[config.mk]
export PLATFORM = sky130hd
export DESIGN_NAME = mhs_sequencer
export DESIGN_NICKNAME = d
export VERILOG_FILES = /design/src/mhs_pkg.sv /design/src/mhs_sequencer.sv
export SDC_FILE = /design/constraint.sdc
export NUM_CORES = 2
export LEC_CHECK = 0
export BUFFER_PORTS_ARGS = -buffer_cell sky130_fd_sc_hd__buf_2
export CORE_ASPECT_RATIO = 0.9
export CORE_UTILIZATION = 50
export CTS_CLUSTER_DIAMETER = 50
export CTS_CLUSTER_SIZE = 30
export DETAILED_ROUTE_END_ITERATION = 10
export GPL_TIMING_DRIVEN = 1
export MAX_ROUTING_LAYER = met4
export PLACE_DENSITY = 0.65
export SKIP_CTS_REPAIR_TIMING = 1
export SLEW_MARGIN = 25
export SYNTH_ARGS = -nofsm -noshare
export SYNTH_HDL_FRONTEND = slang
export SYNTH_SLANG_ARGS = --single-unit
[constraint.sdc]
create_clock -name aclk -period 7.18 [get_ports aclk]
set_clock_uncertainty 0.05 [all_clocks]
set_input_delay 1.436 -clock aclk [delete_from_list [all_inputs] [get_ports aclk]]
set_output_delay 1.436 -clock aclk [all_outputs]
set_load 0.01 [all_outputs]
[src/mhs_pkg.sv]
package mhs_pkg;

	// Register byte offsets.
	localparam logic [7:0] MHS_CTRL_OFF = 8'h00;
	localparam logic [7:0] MHS_CFG_OFF = 8'h04;
	localparam logic [7:0] MHS_HOMING_SPEED_OFF = 8'h08;
	localparam logic [7:0] MHS_CREEP_SPEED_OFF = 8'h0C;
	localparam logic [7:0] MHS_BIAS_SPEED_OFF = 8'h10;
	localparam logic [7:0] MHS_ACCEL_STEP_OFF = 8'h14;
	localparam logic [7:0] MHS_DECEL_STOP_STEP_OFF = 8'h18;
	localparam logic [7:0] MHS_DWELL_OFF = 8'h1C;
	localparam logic [7:0] MHS_ORIGIN_OFF = 8'h20;
	localparam logic [7:0] MHS_STATUS_OFF = 8'h24;
	localparam logic [7:0] MHS_FEED_LOW_OFF = 8'h28;
	localparam logic [7:0] MHS_FEED_HIGH_OFF = 8'h2C;

	// Control register bits, self-clearing on write.
	localparam int MHS_CTRL_START_BIT = 0;
	localparam int MHS_CTRL_HALT_BIT = 1;
	localparam int MHS_CTRL_PROG_STOP_BIT = 2;

	// Configuration register bits.
	localparam int MHS_CFG_DIR_BIT = 0;
	localparam int MHS_CFG_RETRY_BIT = 1;
	localparam int MHS_CFG_LIMITS_BIT = 2;
	localparam int MHS_CFG_READY_USE_BIT = 3;

	// Status register bits.
	localparam int MHS_ST_DONE_BIT = 0;
	localparam int MHS_ST_REQ_BIT = 1;
	localparam int MHS_ST_BUSY_BIT = 2;
	localparam int MHS_ST_STATE_LSB = 4;

	// Reset values.
	localparam logic [31:0] MHS_CFG_RESET = 32'h0000_0000;
	localparam logic [31:0] MHS_SPEED_RESET = 32'h0000_0000;
	localparam logic [31:0] MHS_STEP_RESET = 32'h0000_0001;

	// Timing: clock rate and the deviation clear pulse length.
	localparam int MHS_CLK_HZ = 20_000_000;
	localparam int MHS_CLEAR_MS = 10;
	localparam int MHS_CLEAR_CYCLES = MHS_CLK_HZ / 1000 * MHS_CLEAR_MS;
	localparam int MHS_MS_CYCLES = MHS_CLK_HZ / 1000;

	// AXI response codes.
	localparam logic [1:0] MHS_RESP_OKAY = 2'h0;
	localparam logic [1:0] MHS_RESP_SLVERR = 2'h2;

	// Sequencer states.
	typedef enum logic [3:0] {
		MHS_IDLE,
		MHS_ACCEL,
		MHS_DOG_DECEL,
		MHS_CREEP,
		MHS_SEEK_ZERO,
		MHS_STOP_DECEL,
		MHS_RETRY_DECEL,
		MHS_DWELL,
		MHS_CLEAR
	} mhs_state_t;

	// Switch inputs from the machine, all active high.
	typedef struct packed {
		logic near_dog;
		logic zero_signal;
		logic upper_limit_ok;
		logic lower_limit_ok;
		logic drive_ready;
	} mhs_switch_t;

endpackage : mhs_pkg

[src/mhs_sequencer.sv]
// The register offsets and register access over AXI4-Lite are this design's own decisions.
`timescale 1ns/1ps
// How it works
// RQ1 - Start ramps bias to homing speed, holds
// RQ2 - Dog on ramps down to creep speed
// RQ3 - First zero after dog off stops pulses
// RQ4 - Clear held 10 ms, then done set
// RQ5 - Stop causes use deceleration-stop time
// RQ6 - Retry: limit hit, stop, then reverse
// RQ7 - Homing-side limit off triggers retry
// RQ8 - Opposite limit off decelerates to stop
// RQ9 - Dog on at start: creep, no retry
// RQ10 - Early dog release plus zero stops immediately
// RQ11 - Retry only with both limits configured
// RQ12 - Unused terminals free as general purpose
// RQ13 - Dwell time pauses before reverse move
// RQ14 - Host sets direction toward the origin
// RQ15 - Encoder gives one zero per revolution
// RQ16 - External logic synthesizes missing zero
// RQ17 - Dog longer than deceleration distance
// RQ18 - Completion loads origin into feed value
// RQ19 - Forward counts up, reverse counts down
// RQ20 - Bias <= creep <= homing <= limit
// RQ21 - Clock-timed clear; reset returns idle
module mhs_sequencer
	import mhs_pkg::*;
#(
	parameter int CLEAR_CYCLES = MHS_CLEAR_CYCLES,
	parameter int MS_CYCLES = MHS_MS_CYCLES
)
(
	input wire logic aclk,
	input wire logic aresetn,
	input wire logic [7:0] s_axi_awaddr,
	input wire logic s_axi_awvalid,
	output logic s_axi_awready,
	input wire logic [31:0] s_axi_wdata,
	input wire logic [3:0] s_axi_wstrb,
	input wire logic s_axi_wvalid,
	output logic s_axi_wready,
	output logic [1:0] s_axi_bresp,
	output logic s_axi_bvalid,
	input wire logic s_axi_bready,
	input wire logic [7:0] s_axi_araddr,
	input wire logic s_axi_arvalid,
	output logic s_axi_arready,
	output logic [31:0] s_axi_rdata,
	output logic [1:0] s_axi_rresp,
	output logic s_axi_rvalid,
	input wire logic s_axi_rready,
	input wire mhs_switch_t switches,
	output logic forward_pulse_out,
	output logic reverse_direction_out,
	output logic deviation_clear_out
);

	// Write merge honouring byte strobes.
	function automatic logic [31:0] wmerge(input logic [31:0] old, input logic [31:0] d,
		input logic [3:0] s);
		logic [31:0] r;
		r = old;
		for (int i = 0; i < 4; i++)
			if (s[i]) r[i*8 +: 8] = d[i*8 +: 8];
		return r;
	endfunction : wmerge

	logic [31:0] cfg_ff, homing_speed_ff, creep_speed_ff, bias_speed_ff;
	logic [31:0] accel_step_ff, decel_stop_step_ff, dwell_ms_ff, origin_ff;
	logic start_ff, halt_ff, prog_stop_ff;
	logic aw_got_ff, w_got_ff;
	logic [7:0] awaddr_ff;
	logic [31:0] wdata_ff;
	logic [3:0] wstrb_ff;
	mhs_state_t state_ff;
	logic [31:0] speed_ff, phase_ff, timer_ff, ms_ff;
	logic [31:0] feed_ff;
	logic dir_ff, done_ff, req_ff, dog_seen_ff, dog_off_ff, retried_ff;
	logic do_write, wr_ok;

	// Write channel: address and data are taken independently, in any order.
	assign do_write = aw_got_ff && w_got_ff && !s_axi_bvalid;
	assign wr_ok = awaddr_ff[7:2] <= MHS_ORIGIN_OFF[7:2] && awaddr_ff[1:0] == 2'h0;
	always_ff @(posedge aclk)
	begin
		if (!aresetn)
		begin
			aw_got_ff <= 1'b0;
			w_got_ff <= 1'b0;
			awaddr_ff <= 8'h00;
			wdata_ff <= 32'h0000_0000;
			wstrb_ff <= 4'h0;
			s_axi_awready <= 1'b1;
			s_axi_wready <= 1'b1;
			s_axi_bvalid <= 1'b0;
			s_axi_bresp <= MHS_RESP_OKAY;
		end
		else
		begin
			if (s_axi_awvalid && s_axi_awready)
			begin
				awaddr_ff <= s_axi_awaddr;
				aw_got_ff <= 1'b1;
				s_axi_awready <= 1'b0;
			end
			if (s_axi_wvalid && s_axi_wready)
			begin
				wdata_ff <= s_axi_wdata;
				wstrb_ff <= s_axi_wstrb;
				w_got_ff <= 1'b1;
				s_axi_wready <= 1'b0;
			end
			if (do_write)
			begin
				s_axi_bvalid <= 1'b1;
				s_axi_bresp <= wr_ok ? MHS_RESP_OKAY : MHS_RESP_SLVERR;
			end
			if (s_axi_bvalid && s_axi_bready)
			begin
				s_axi_bvalid <= 1'b0;
				aw_got_ff <= 1'b0;
				w_got_ff <= 1'b0;
				s_axi_awready <= 1'b1;
				s_axi_wready <= 1'b1;
			end
		end
	end

	// Configuration registers; command bits are one-cycle pulses.
	always_ff @(posedge aclk)
	begin
		if (!aresetn)
		begin
			cfg_ff <= MHS_CFG_RESET;
			homing_speed_ff <= MHS_SPEED_RESET;
			creep_speed_ff <= MHS_SPEED_RESET;
			bias_speed_ff <= MHS_SPEED_RESET;
			accel_step_ff <= MHS_STEP_RESET;
			decel_stop_step_ff <= MHS_STEP_RESET;
			dwell_ms_ff <= MHS_SPEED_RESET;
			origin_ff <= MHS_SPEED_RESET;
			start_ff <= 1'b0;
			halt_ff <= 1'b0;
			prog_stop_ff <= 1'b0;
		end
		else
		begin
			start_ff <= 1'b0;
			halt_ff <= 1'b0;
			prog_stop_ff <= 1'b0;
			if (do_write)
			begin
				case (awaddr_ff)
					MHS_CTRL_OFF:
					begin
						start_ff <= wstrb_ff[0] && wdata_ff[MHS_CTRL_START_BIT];
						halt_ff <= wstrb_ff[0] && wdata_ff[MHS_CTRL_HALT_BIT];
						prog_stop_ff <= wstrb_ff[0] && wdata_ff[MHS_CTRL_PROG_STOP_BIT];
					end
					MHS_CFG_OFF: cfg_ff <= wmerge(cfg_ff, wdata_ff, wstrb_ff);
					MHS_HOMING_SPEED_OFF:
						homing_speed_ff <= wmerge(homing_speed_ff, wdata_ff, wstrb_ff);
					MHS_CREEP_SPEED_OFF:
						creep_speed_ff <= wmerge(creep_speed_ff, wdata_ff, wstrb_ff);
					MHS_BIAS_SPEED_OFF:
						bias_speed_ff <= wmerge(bias_speed_ff, wdata_ff, wstrb_ff);
					MHS_ACCEL_STEP_OFF:
						accel_step_ff <= wmerge(accel_step_ff, wdata_ff, wstrb_ff);
					MHS_DECEL_STOP_STEP_OFF:
						decel_stop_step_ff <= wmerge(decel_stop_step_ff, wdata_ff, wstrb_ff);
					MHS_DWELL_OFF: dwell_ms_ff <= wmerge(dwell_ms_ff, wdata_ff, wstrb_ff);
					MHS_ORIGIN_OFF: origin_ff <= wmerge(origin_ff, wdata_ff, wstrb_ff);
					default: ;
				endcase
			end
		end
	end

	// Read channel: one cycle from address to data.
	always_ff @(posedge aclk)
	begin
		if (!aresetn)
		begin
			s_axi_arready <= 1'b1;
			s_axi_rvalid <= 1'b0;
			s_axi_rdata <= 32'h0000_0000;
			s_axi_rresp <= MHS_RESP_OKAY;
		end
		else if (s_axi_arvalid && s_axi_arready)
		begin
			s_axi_arready <= 1'b0;
			s_axi_rvalid <= 1'b1;
			s_axi_rresp <= MHS_RESP_OKAY;
			case (s_axi_araddr)
				MHS_CFG_OFF: s_axi_rdata <= cfg_ff;
				MHS_HOMING_SPEED_OFF: s_axi_rdata <= homing_speed_ff;
				MHS_CREEP_SPEED_OFF: s_axi_rdata <= creep_speed_ff;
				MHS_BIAS_SPEED_OFF: s_axi_rdata <= bias_speed_ff;
				MHS_ACCEL_STEP_OFF: s_axi_rdata <= accel_step_ff;
				MHS_DECEL_STOP_STEP_OFF: s_axi_rdata <= decel_stop_step_ff;
				MHS_DWELL_OFF: s_axi_rdata <= dwell_ms_ff;
				MHS_ORIGIN_OFF: s_axi_rdata <= origin_ff;
				MHS_STATUS_OFF: s_axi_rdata <= {24'h00_0000, state_ff, 1'b0,
					state_ff != MHS_IDLE, req_ff, done_ff};
				MHS_FEED_LOW_OFF: s_axi_rdata <= {16'h0000, feed_ff[15:0]};
				MHS_FEED_HIGH_OFF: s_axi_rdata <= {16'h0000, feed_ff[31:16]};
				MHS_CTRL_OFF: s_axi_rdata <= 32'h0000_0000;
				default:
				begin
					s_axi_rdata <= 32'h0000_0000;
					s_axi_rresp <= MHS_RESP_SLVERR;
				end
			endcase
		end
		else if (s_axi_rvalid && s_axi_rready)
		begin
			s_axi_rvalid <= 1'b0;
			s_axi_arready <= 1'b1;
		end
	end

	// Homing sequencer. Speed is in phase units per clock; a pulse is emitted
	// each time the phase accumulator wraps, so speed sets pulse frequency.
	// A low limit input is a hit; after a retry only the far limit may stop the axis.
	logic limits_on, home_rev, fwd_limit_hit, rev_limit_hit, stop_cause;
	logic [32:0] phase_sum;
	assign limits_on = cfg_ff[MHS_CFG_LIMITS_BIT]; // RQ11 RQ12
	assign home_rev = dir_ff ^ retried_ff;
	assign fwd_limit_hit = limits_on && !retried_ff && (home_rev ? !switches.lower_limit_ok
		: !switches.upper_limit_ok); // RQ7
	assign rev_limit_hit = limits_on && (home_rev ? !switches.upper_limit_ok
		: !switches.lower_limit_ok); // RQ8
	assign stop_cause = halt_ff || prog_stop_ff
		|| (cfg_ff[MHS_CFG_READY_USE_BIT] && !switches.drive_ready); // RQ5
	assign phase_sum = {1'b0, phase_ff} + {1'b0, speed_ff};

	always_ff @(posedge aclk)
	begin
		if (!aresetn)
		begin
			state_ff <= MHS_IDLE; // RQ21
			speed_ff <= 32'h0000_0000;
			phase_ff <= 32'h0000_0000;
			timer_ff <= 32'h0000_0000;
			ms_ff <= 32'h0000_0000;
			feed_ff <= 32'h0000_0000;
			dir_ff <= 1'b0;
			done_ff <= 1'b0;
			req_ff <= 1'b1;
			dog_seen_ff <= 1'b0;
			dog_off_ff <= 1'b0;
			retried_ff <= 1'b0;
			forward_pulse_out <= 1'b0;
			reverse_direction_out <= 1'b0;
			deviation_clear_out <= 1'b0;
		end
		else
		begin
			forward_pulse_out <= 1'b0;
			// Pulses only while moving; each pulse moves the feed value one step.
			if (state_ff inside {MHS_ACCEL, MHS_DOG_DECEL, MHS_CREEP, MHS_SEEK_ZERO,
				MHS_STOP_DECEL, MHS_RETRY_DECEL})
			begin
				phase_ff <= phase_sum[31:0];
				if (phase_sum[32])
				begin
					forward_pulse_out <= 1'b1;
					feed_ff <= dir_ff ? feed_ff - 32'h0000_0001 : feed_ff + 32'h0000_0001; // RQ19
				end
			end
			reverse_direction_out <= dir_ff;
			case (state_ff)
				MHS_IDLE:
					if (start_ff)
					begin
						req_ff <= 1'b1;
						done_ff <= 1'b0;
						dir_ff <= cfg_ff[MHS_CFG_DIR_BIT];
						retried_ff <= 1'b0;
						dog_off_ff <= 1'b0;
						dog_seen_ff <= switches.near_dog;
						// Starting on the dog goes straight to creep without retry.
						state_ff <= switches.near_dog ? MHS_CREEP : MHS_ACCEL; // RQ9
						speed_ff <= switches.near_dog ? creep_speed_ff : bias_speed_ff; // RQ1 RQ9
					end
				MHS_ACCEL, MHS_DOG_DECEL, MHS_CREEP, MHS_SEEK_ZERO:
				begin
					if (switches.near_dog)
						dog_seen_ff <= 1'b1;
					if (dog_seen_ff && !switches.near_dog)
						dog_off_ff <= 1'b1;
					if (stop_cause || rev_limit_hit) // RQ8
						state_ff <= MHS_STOP_DECEL; // RQ5
					else if (fwd_limit_hit)
						state_ff <= (cfg_ff[MHS_CFG_RETRY_BIT] && !dog_seen_ff && !retried_ff)
							? MHS_RETRY_DECEL : MHS_STOP_DECEL; // RQ6
					else if (dog_off_ff && switches.zero_signal)
					begin
						// Zero after release stops at once, even above creep.
						speed_ff <= 32'h0000_0000; // RQ3 RQ10
						timer_ff <= 32'h0000_0000;
						deviation_clear_out <= 1'b1;
						state_ff <= MHS_CLEAR;
					end
					else if (state_ff == MHS_ACCEL)
					begin
						if (switches.near_dog)
							state_ff <= MHS_DOG_DECEL; // RQ2
						else
							speed_ff <= (speed_ff + accel_step_ff >= homing_speed_ff)
								? homing_speed_ff : speed_ff + accel_step_ff; // RQ1
					end
					else if (state_ff == MHS_DOG_DECEL)
						if (speed_ff <= creep_speed_ff + accel_step_ff)
						begin
							speed_ff <= creep_speed_ff; // RQ2
							state_ff <= MHS_CREEP;
						end
						else
							speed_ff <= speed_ff - accel_step_ff; // RQ2
				end
				MHS_STOP_DECEL, MHS_RETRY_DECEL:
				begin
					// Stop causes use the separate deceleration-stop step.
					if (speed_ff <= bias_speed_ff + decel_stop_step_ff)
					begin
						speed_ff <= 32'h0000_0000;
						timer_ff <= 32'h0000_0000;
						ms_ff <= 32'h0000_0000;
						state_ff <= state_ff == MHS_RETRY_DECEL ? MHS_DWELL : MHS_IDLE;
					end
					else
						speed_ff <= speed_ff - decel_stop_step_ff; // RQ5
				end
				MHS_DWELL:
				begin
					// Millisecond prescaler keeps the dwell counter short.
					if (ms_ff == MS_CYCLES - 1)
					begin
						ms_ff <= 32'h0000_0000;
						timer_ff <= timer_ff + 32'h0000_0001;
					end
					else
						ms_ff <= ms_ff + 32'h0000_0001;
					if (timer_ff >= dwell_ms_ff)
					begin
						dir_ff <= !dir_ff; // RQ6 RQ13
						retried_ff <= 1'b1;
						speed_ff <= bias_speed_ff;
						state_ff <= MHS_ACCEL;
					end
				end
				MHS_CLEAR:
				begin
					if (timer_ff == CLEAR_CYCLES - 1) // RQ4 RQ21
					begin
						deviation_clear_out <= 1'b0;
						done_ff <= 1'b1; // RQ4
						req_ff <= 1'b0; // RQ4
						feed_ff <= origin_ff; // RQ18
						state_ff <= MHS_IDLE;
					end
					else
						timer_ff <= timer_ff + 32'h0000_0001;
				end
				default: state_ff <= MHS_IDLE;
			endcase
		end
	end

endmodule : mhs_sequencer

==> flow_summary.rst <==
.. list-table::
   :header-rows: 1

   * - Metric
     - Value
   * - Status
     - completed
   * - Combinational family with the most area after synthesis
     - compound AO/OA/AOI/OAI gates
   * - Final Cycle Share
     - 93.38%
   * - Power density over the cells
     - 328.1 nW/um^2
   * - Number of enable-type register cells in the synthesized netlist
     - 0
   * - Type of the worst setup path
     - register to register
   * - Post-layout worst setup margin
     - 475.3 ps
   * - Period minus WS final
     - 6705 ps
   * - Average wire per cell in the routed design
     - 25.18 um
   * - Mean number of vias per cell
     - 6.327
   * - Count of fill cells added during filler insertion
     - 6898
   * - Remaining Overflow, GRT
     - 0
   * - Initial cell density of the core
     - 50.46%
   * - Most area-consuming cells after synthesis
     - dfxtp_1, ha_1, a21oi_1
   * - Number of H-tree levels
     - 2
   * - CTS tree
     - yes
   * - Routed Antenna Nets
     - 0
   * - Area fraction in and, or, nand and nor cells after synthesis
     - 19.24%
   * - R2R depth
     - 29
   * - Portion of synthesized cell area occupied by the leading cell type
     - 28.66%
   * - Endpoint class of the critical path
     - register
   * - Half-perimeter wire length after detailed placement
     - 110.2 mm
   * - Post-synthesis cell type with the largest combined area
     - dfxtp_1
   * - Setup TNS
     - 0 ps
   * - Final count of negative-setup-slack endpoints
     - 0
   * - Met1 GRT Util
     - 49.29%
   * - Dominant register cell in the synthesized netlist
     - dfxtp_1
   * - Worst Tran Pin Value
     - 1071 ps
   * - Total global routing track utilization
     - 39.32%
   * - Net count, final
     - 5149
   * - Most used cells in the layout excluding fill and tap cells
     - a21oi_1, nand2_1, dfxtp_1, nor2_1, ha_1
   * - Total via count in the routed design
     - 36299
   * - Max-slew violation total from the final report
     - 0
   * - RSZ-0062 raised after global routing
     - false
   * - Share of post-route cells with drive strength above 1
     - 7.675%
   * - Die W
     - 285.3 um
   * - Clock root buffer
     - clkbuf_16
   * - Xor-xnor portion of the synthesized cell area
     - 5.408%
   * - Post-synthesis register bit count
     - 517
   * - Clock latency of the later-clocked register in the worst-skew pair
     - 680 ps
   * - I/O pin count
     - 108
   * - Critical-path cell with the highest stage delay
     - nor2_1
   * - Number of cells traversed by the worst hold path
     - 2
   * - Global route hottest layer
     - met2
   * - Sink Count
     - 517
   * - Number of iterations in the first detailed-routing pass
     - 10
   * - Floorplan Core Area
     - 71560 um^2
   * - Largest voltage drop on the vdd net
     - 0.2207 mV
   * - DRC marker count from the first detailed-route iteration
     - 4126
   * - Num rows
     - 93
   * - YS warnings
     - 0
   * - Sequential share of the synthesized area
     - 28.66%
   * - Met2 Usage GRT
     - 59.36%
   * - MaxCap Viol Count
     - 0
   * - Drc violations
     - 0
   * - Worst Setup Start Kind
     - register
   * - Pin count of the biggest net entering global routing
     - 111
   * - Post-synthesis adder-cell area fraction
     - 12.41%
   * - Hold/Removal Path Class
     - register to register
   * - Relative slew margins
     - 28.15%
   * - Vias in the first global route
     - 32823
   * - Commonest non-fill, non-tap cell in the layout
     - a21oi_1
   * - Die boundary height
     - 257.0 um
   * - Biggest cell delay along the critical path
     - 550 ps
   * - Placer Congestion
     - 1.051
   * - Count of buffers inserted at the top-level ports
     - 105
   * - Placement-stage worst setup slack
     - 551.4 ps
   * - Share of flip-flops with an asynchronous set or reset after synthesis
     - 0%
   * - Buf+Inv Stages, Crit Path
     - 4
   * - Worst-path clk slew
     - 60 ps
   * - Arrival @ worst endpoint
     - 7200 ps
   * - Sum of routed wire length over all layers
     - 144.5 mm
   * - Portion of netlist area occupied by mux cells
     - 3.000%
   * - Worst-path maximum fanout
     - 9
   * - Wire length of the first global-routing pass
     - 213.3 mm
   * - Synth unique cells
     - 86
   * - Top cell family by delay on the critical path
     - compound AO/OA/AOI/OAI gates
   * - Final-report hold violation count
     - 0
   * - Area of the die
     - 73300 um^2
   * - Number of antenna violations at the first check in global routing
     - 6
   * - CTS Buffer Depth
     - 3
   * - Count of cell instances traversed by the critical path
     - 29
   * - Layout Area Growth over Synthesis
     - 10.37%
   * - Maximum clock frequency
     - 0.1491 GHz
   * - Number of instances in the synthesized netlist
     - 4731
   * - TritonCTS Buffers
     - 59
   * - WP data required
     - 7680 ps
   * - Global-route track usage on met3
     - 6.294%
   * - Cell Area, Synth
     - 36110 um^2
   * - Syn Area/Cell
     - 7.633 um^2
   * - Standby leakage power
     - 16.49 nW
   * - Share of the synthesized area in compound gates (AO/OA/AOI/OAI)
     - 26.28%
==> worst paths after layout <==
| path | start | endpoint | slack (ps) |
|---|---|---|---|
| worst max-delay path | bias_speed_ff[1] | timer_ff[20] | 480 |
| worst min-delay path | phase_ff[24] | phase_ff[24] | 400 |
| worst max register to register | bias_speed_ff[1] | timer_ff[20] | 480 |
| worst min register to register | phase_ff[24] | phase_ff[24] | 400 |
==> worst min-delay path, cell delays in order, from the launching register on <==
cell	delay, ps
dfxtp_1	310
nand2_1	50
a21oi_1	50
==> sequential cells by signal, indices dropped and copies added (netlist names), 4 cells and up <==
register            cells
accel_step_ff          32
bias_speed_ff          32
cfg_ff                 32
creep_speed_ff         32
decel_stop_step_ff     32
dwell_ms_ff            32
feed_ff                32
homing_speed_ff        32
ms_ff                  32
origin_ff              32
phase_ff               32
s_axi_rdata            32
speed_ff               32
timer_ff               32
wdata_ff               32
awaddr_ff               8
state_ff                4
wstrb_ff                4
==> cell families after synthesis <==
| family | Yosys count |
|---|---|
| buf+inv | 478 |
| mux | 108 |
| compound gates | 1499 |
| other cells | 1 |
| flops | 517 |
| fa+ha+maj | 354 |
| simple gates | 1551 |
| xor+xnor | 223 |
==> cells in the mapped netlist (30+ instances only) <==
library cell	instances
a211oi_1	37
a21o_1	140
a21oi_1	638
a221oi_1	30
a222oi_1	61
a22oi_1	45
a31oi_1	71
clkbuf_1	244
dfxtp_1	517
ha_1	347
inv_1	209
mux2i_1	106
nand2_1	571
nand2b_1	46
nand3_1	245
nand4_1	50
nor2_1	409
nor2b_1	33
nor3_1	51
o211ai_1	34
o21ai_0	190
o21bai_1	38
xnor2_1	127
xor2_1	96
==> stage by stage <==
step / hold WS [ps] / instance area [um^2] / util [%] / power [mW] / cells
6_report: 401.6 / 39860 / 55.69 / 13.07 / 5737
5_1_grt: 420.8 / 39850 / 55.69 / 13.75 / 5736
4_1_cts: 404.5 / 39840 / 55.67 / 12.95 / 5732
3_5_place_dp: 393.0 / 37660 / 52.63 / 9.551 / 5620
3_3_place_gp: 388.4 / 37660 / 52.63 / 9.595 / 5620
2_1_floorplan: 374.2 / 36120 / - / 7.574 / 4732
==> report_power, final <==
| part | leakage (nW) | internal [mW] | switching (mW) | total (mW) |
|---|---|---|---|---|
| sequential | 4.18 | 3.00 | 0.304 | 3.31 |
| clock | 1.05 | 1.87 | 1.51 | 3.38 |
| combinational | 11.3 | 2.42 | 3.97 | 6.39 |
| total | 16.5 | 7.29 | 5.78 | 13.1 |
==> cell type report <==
cell class / count / area, um^2 / share of cell area, %
inverters: 212 / 803.3 / 2.015
clock buffers: 68 / 1572 / 3.943
multi-input cells: 3737 / 24030 / 60.29
well taps: 950 / 1189 / 2.982
flip-flops and latches: 517 / 10350 / 25.97
clock inverters: 44 / 606.8 / 1.523
repair buffers: 204 / 1294 / 3.246
diodes: 5 / 12.51 / 0.03139
==> layer usage <==
metal	routed length [um]	part of all wire, %
met5	0	0
met1	59550	41
met2	63450	44
met3	11310	7.8
met4	10160	7.0
(Power assumes the default switching activity.)
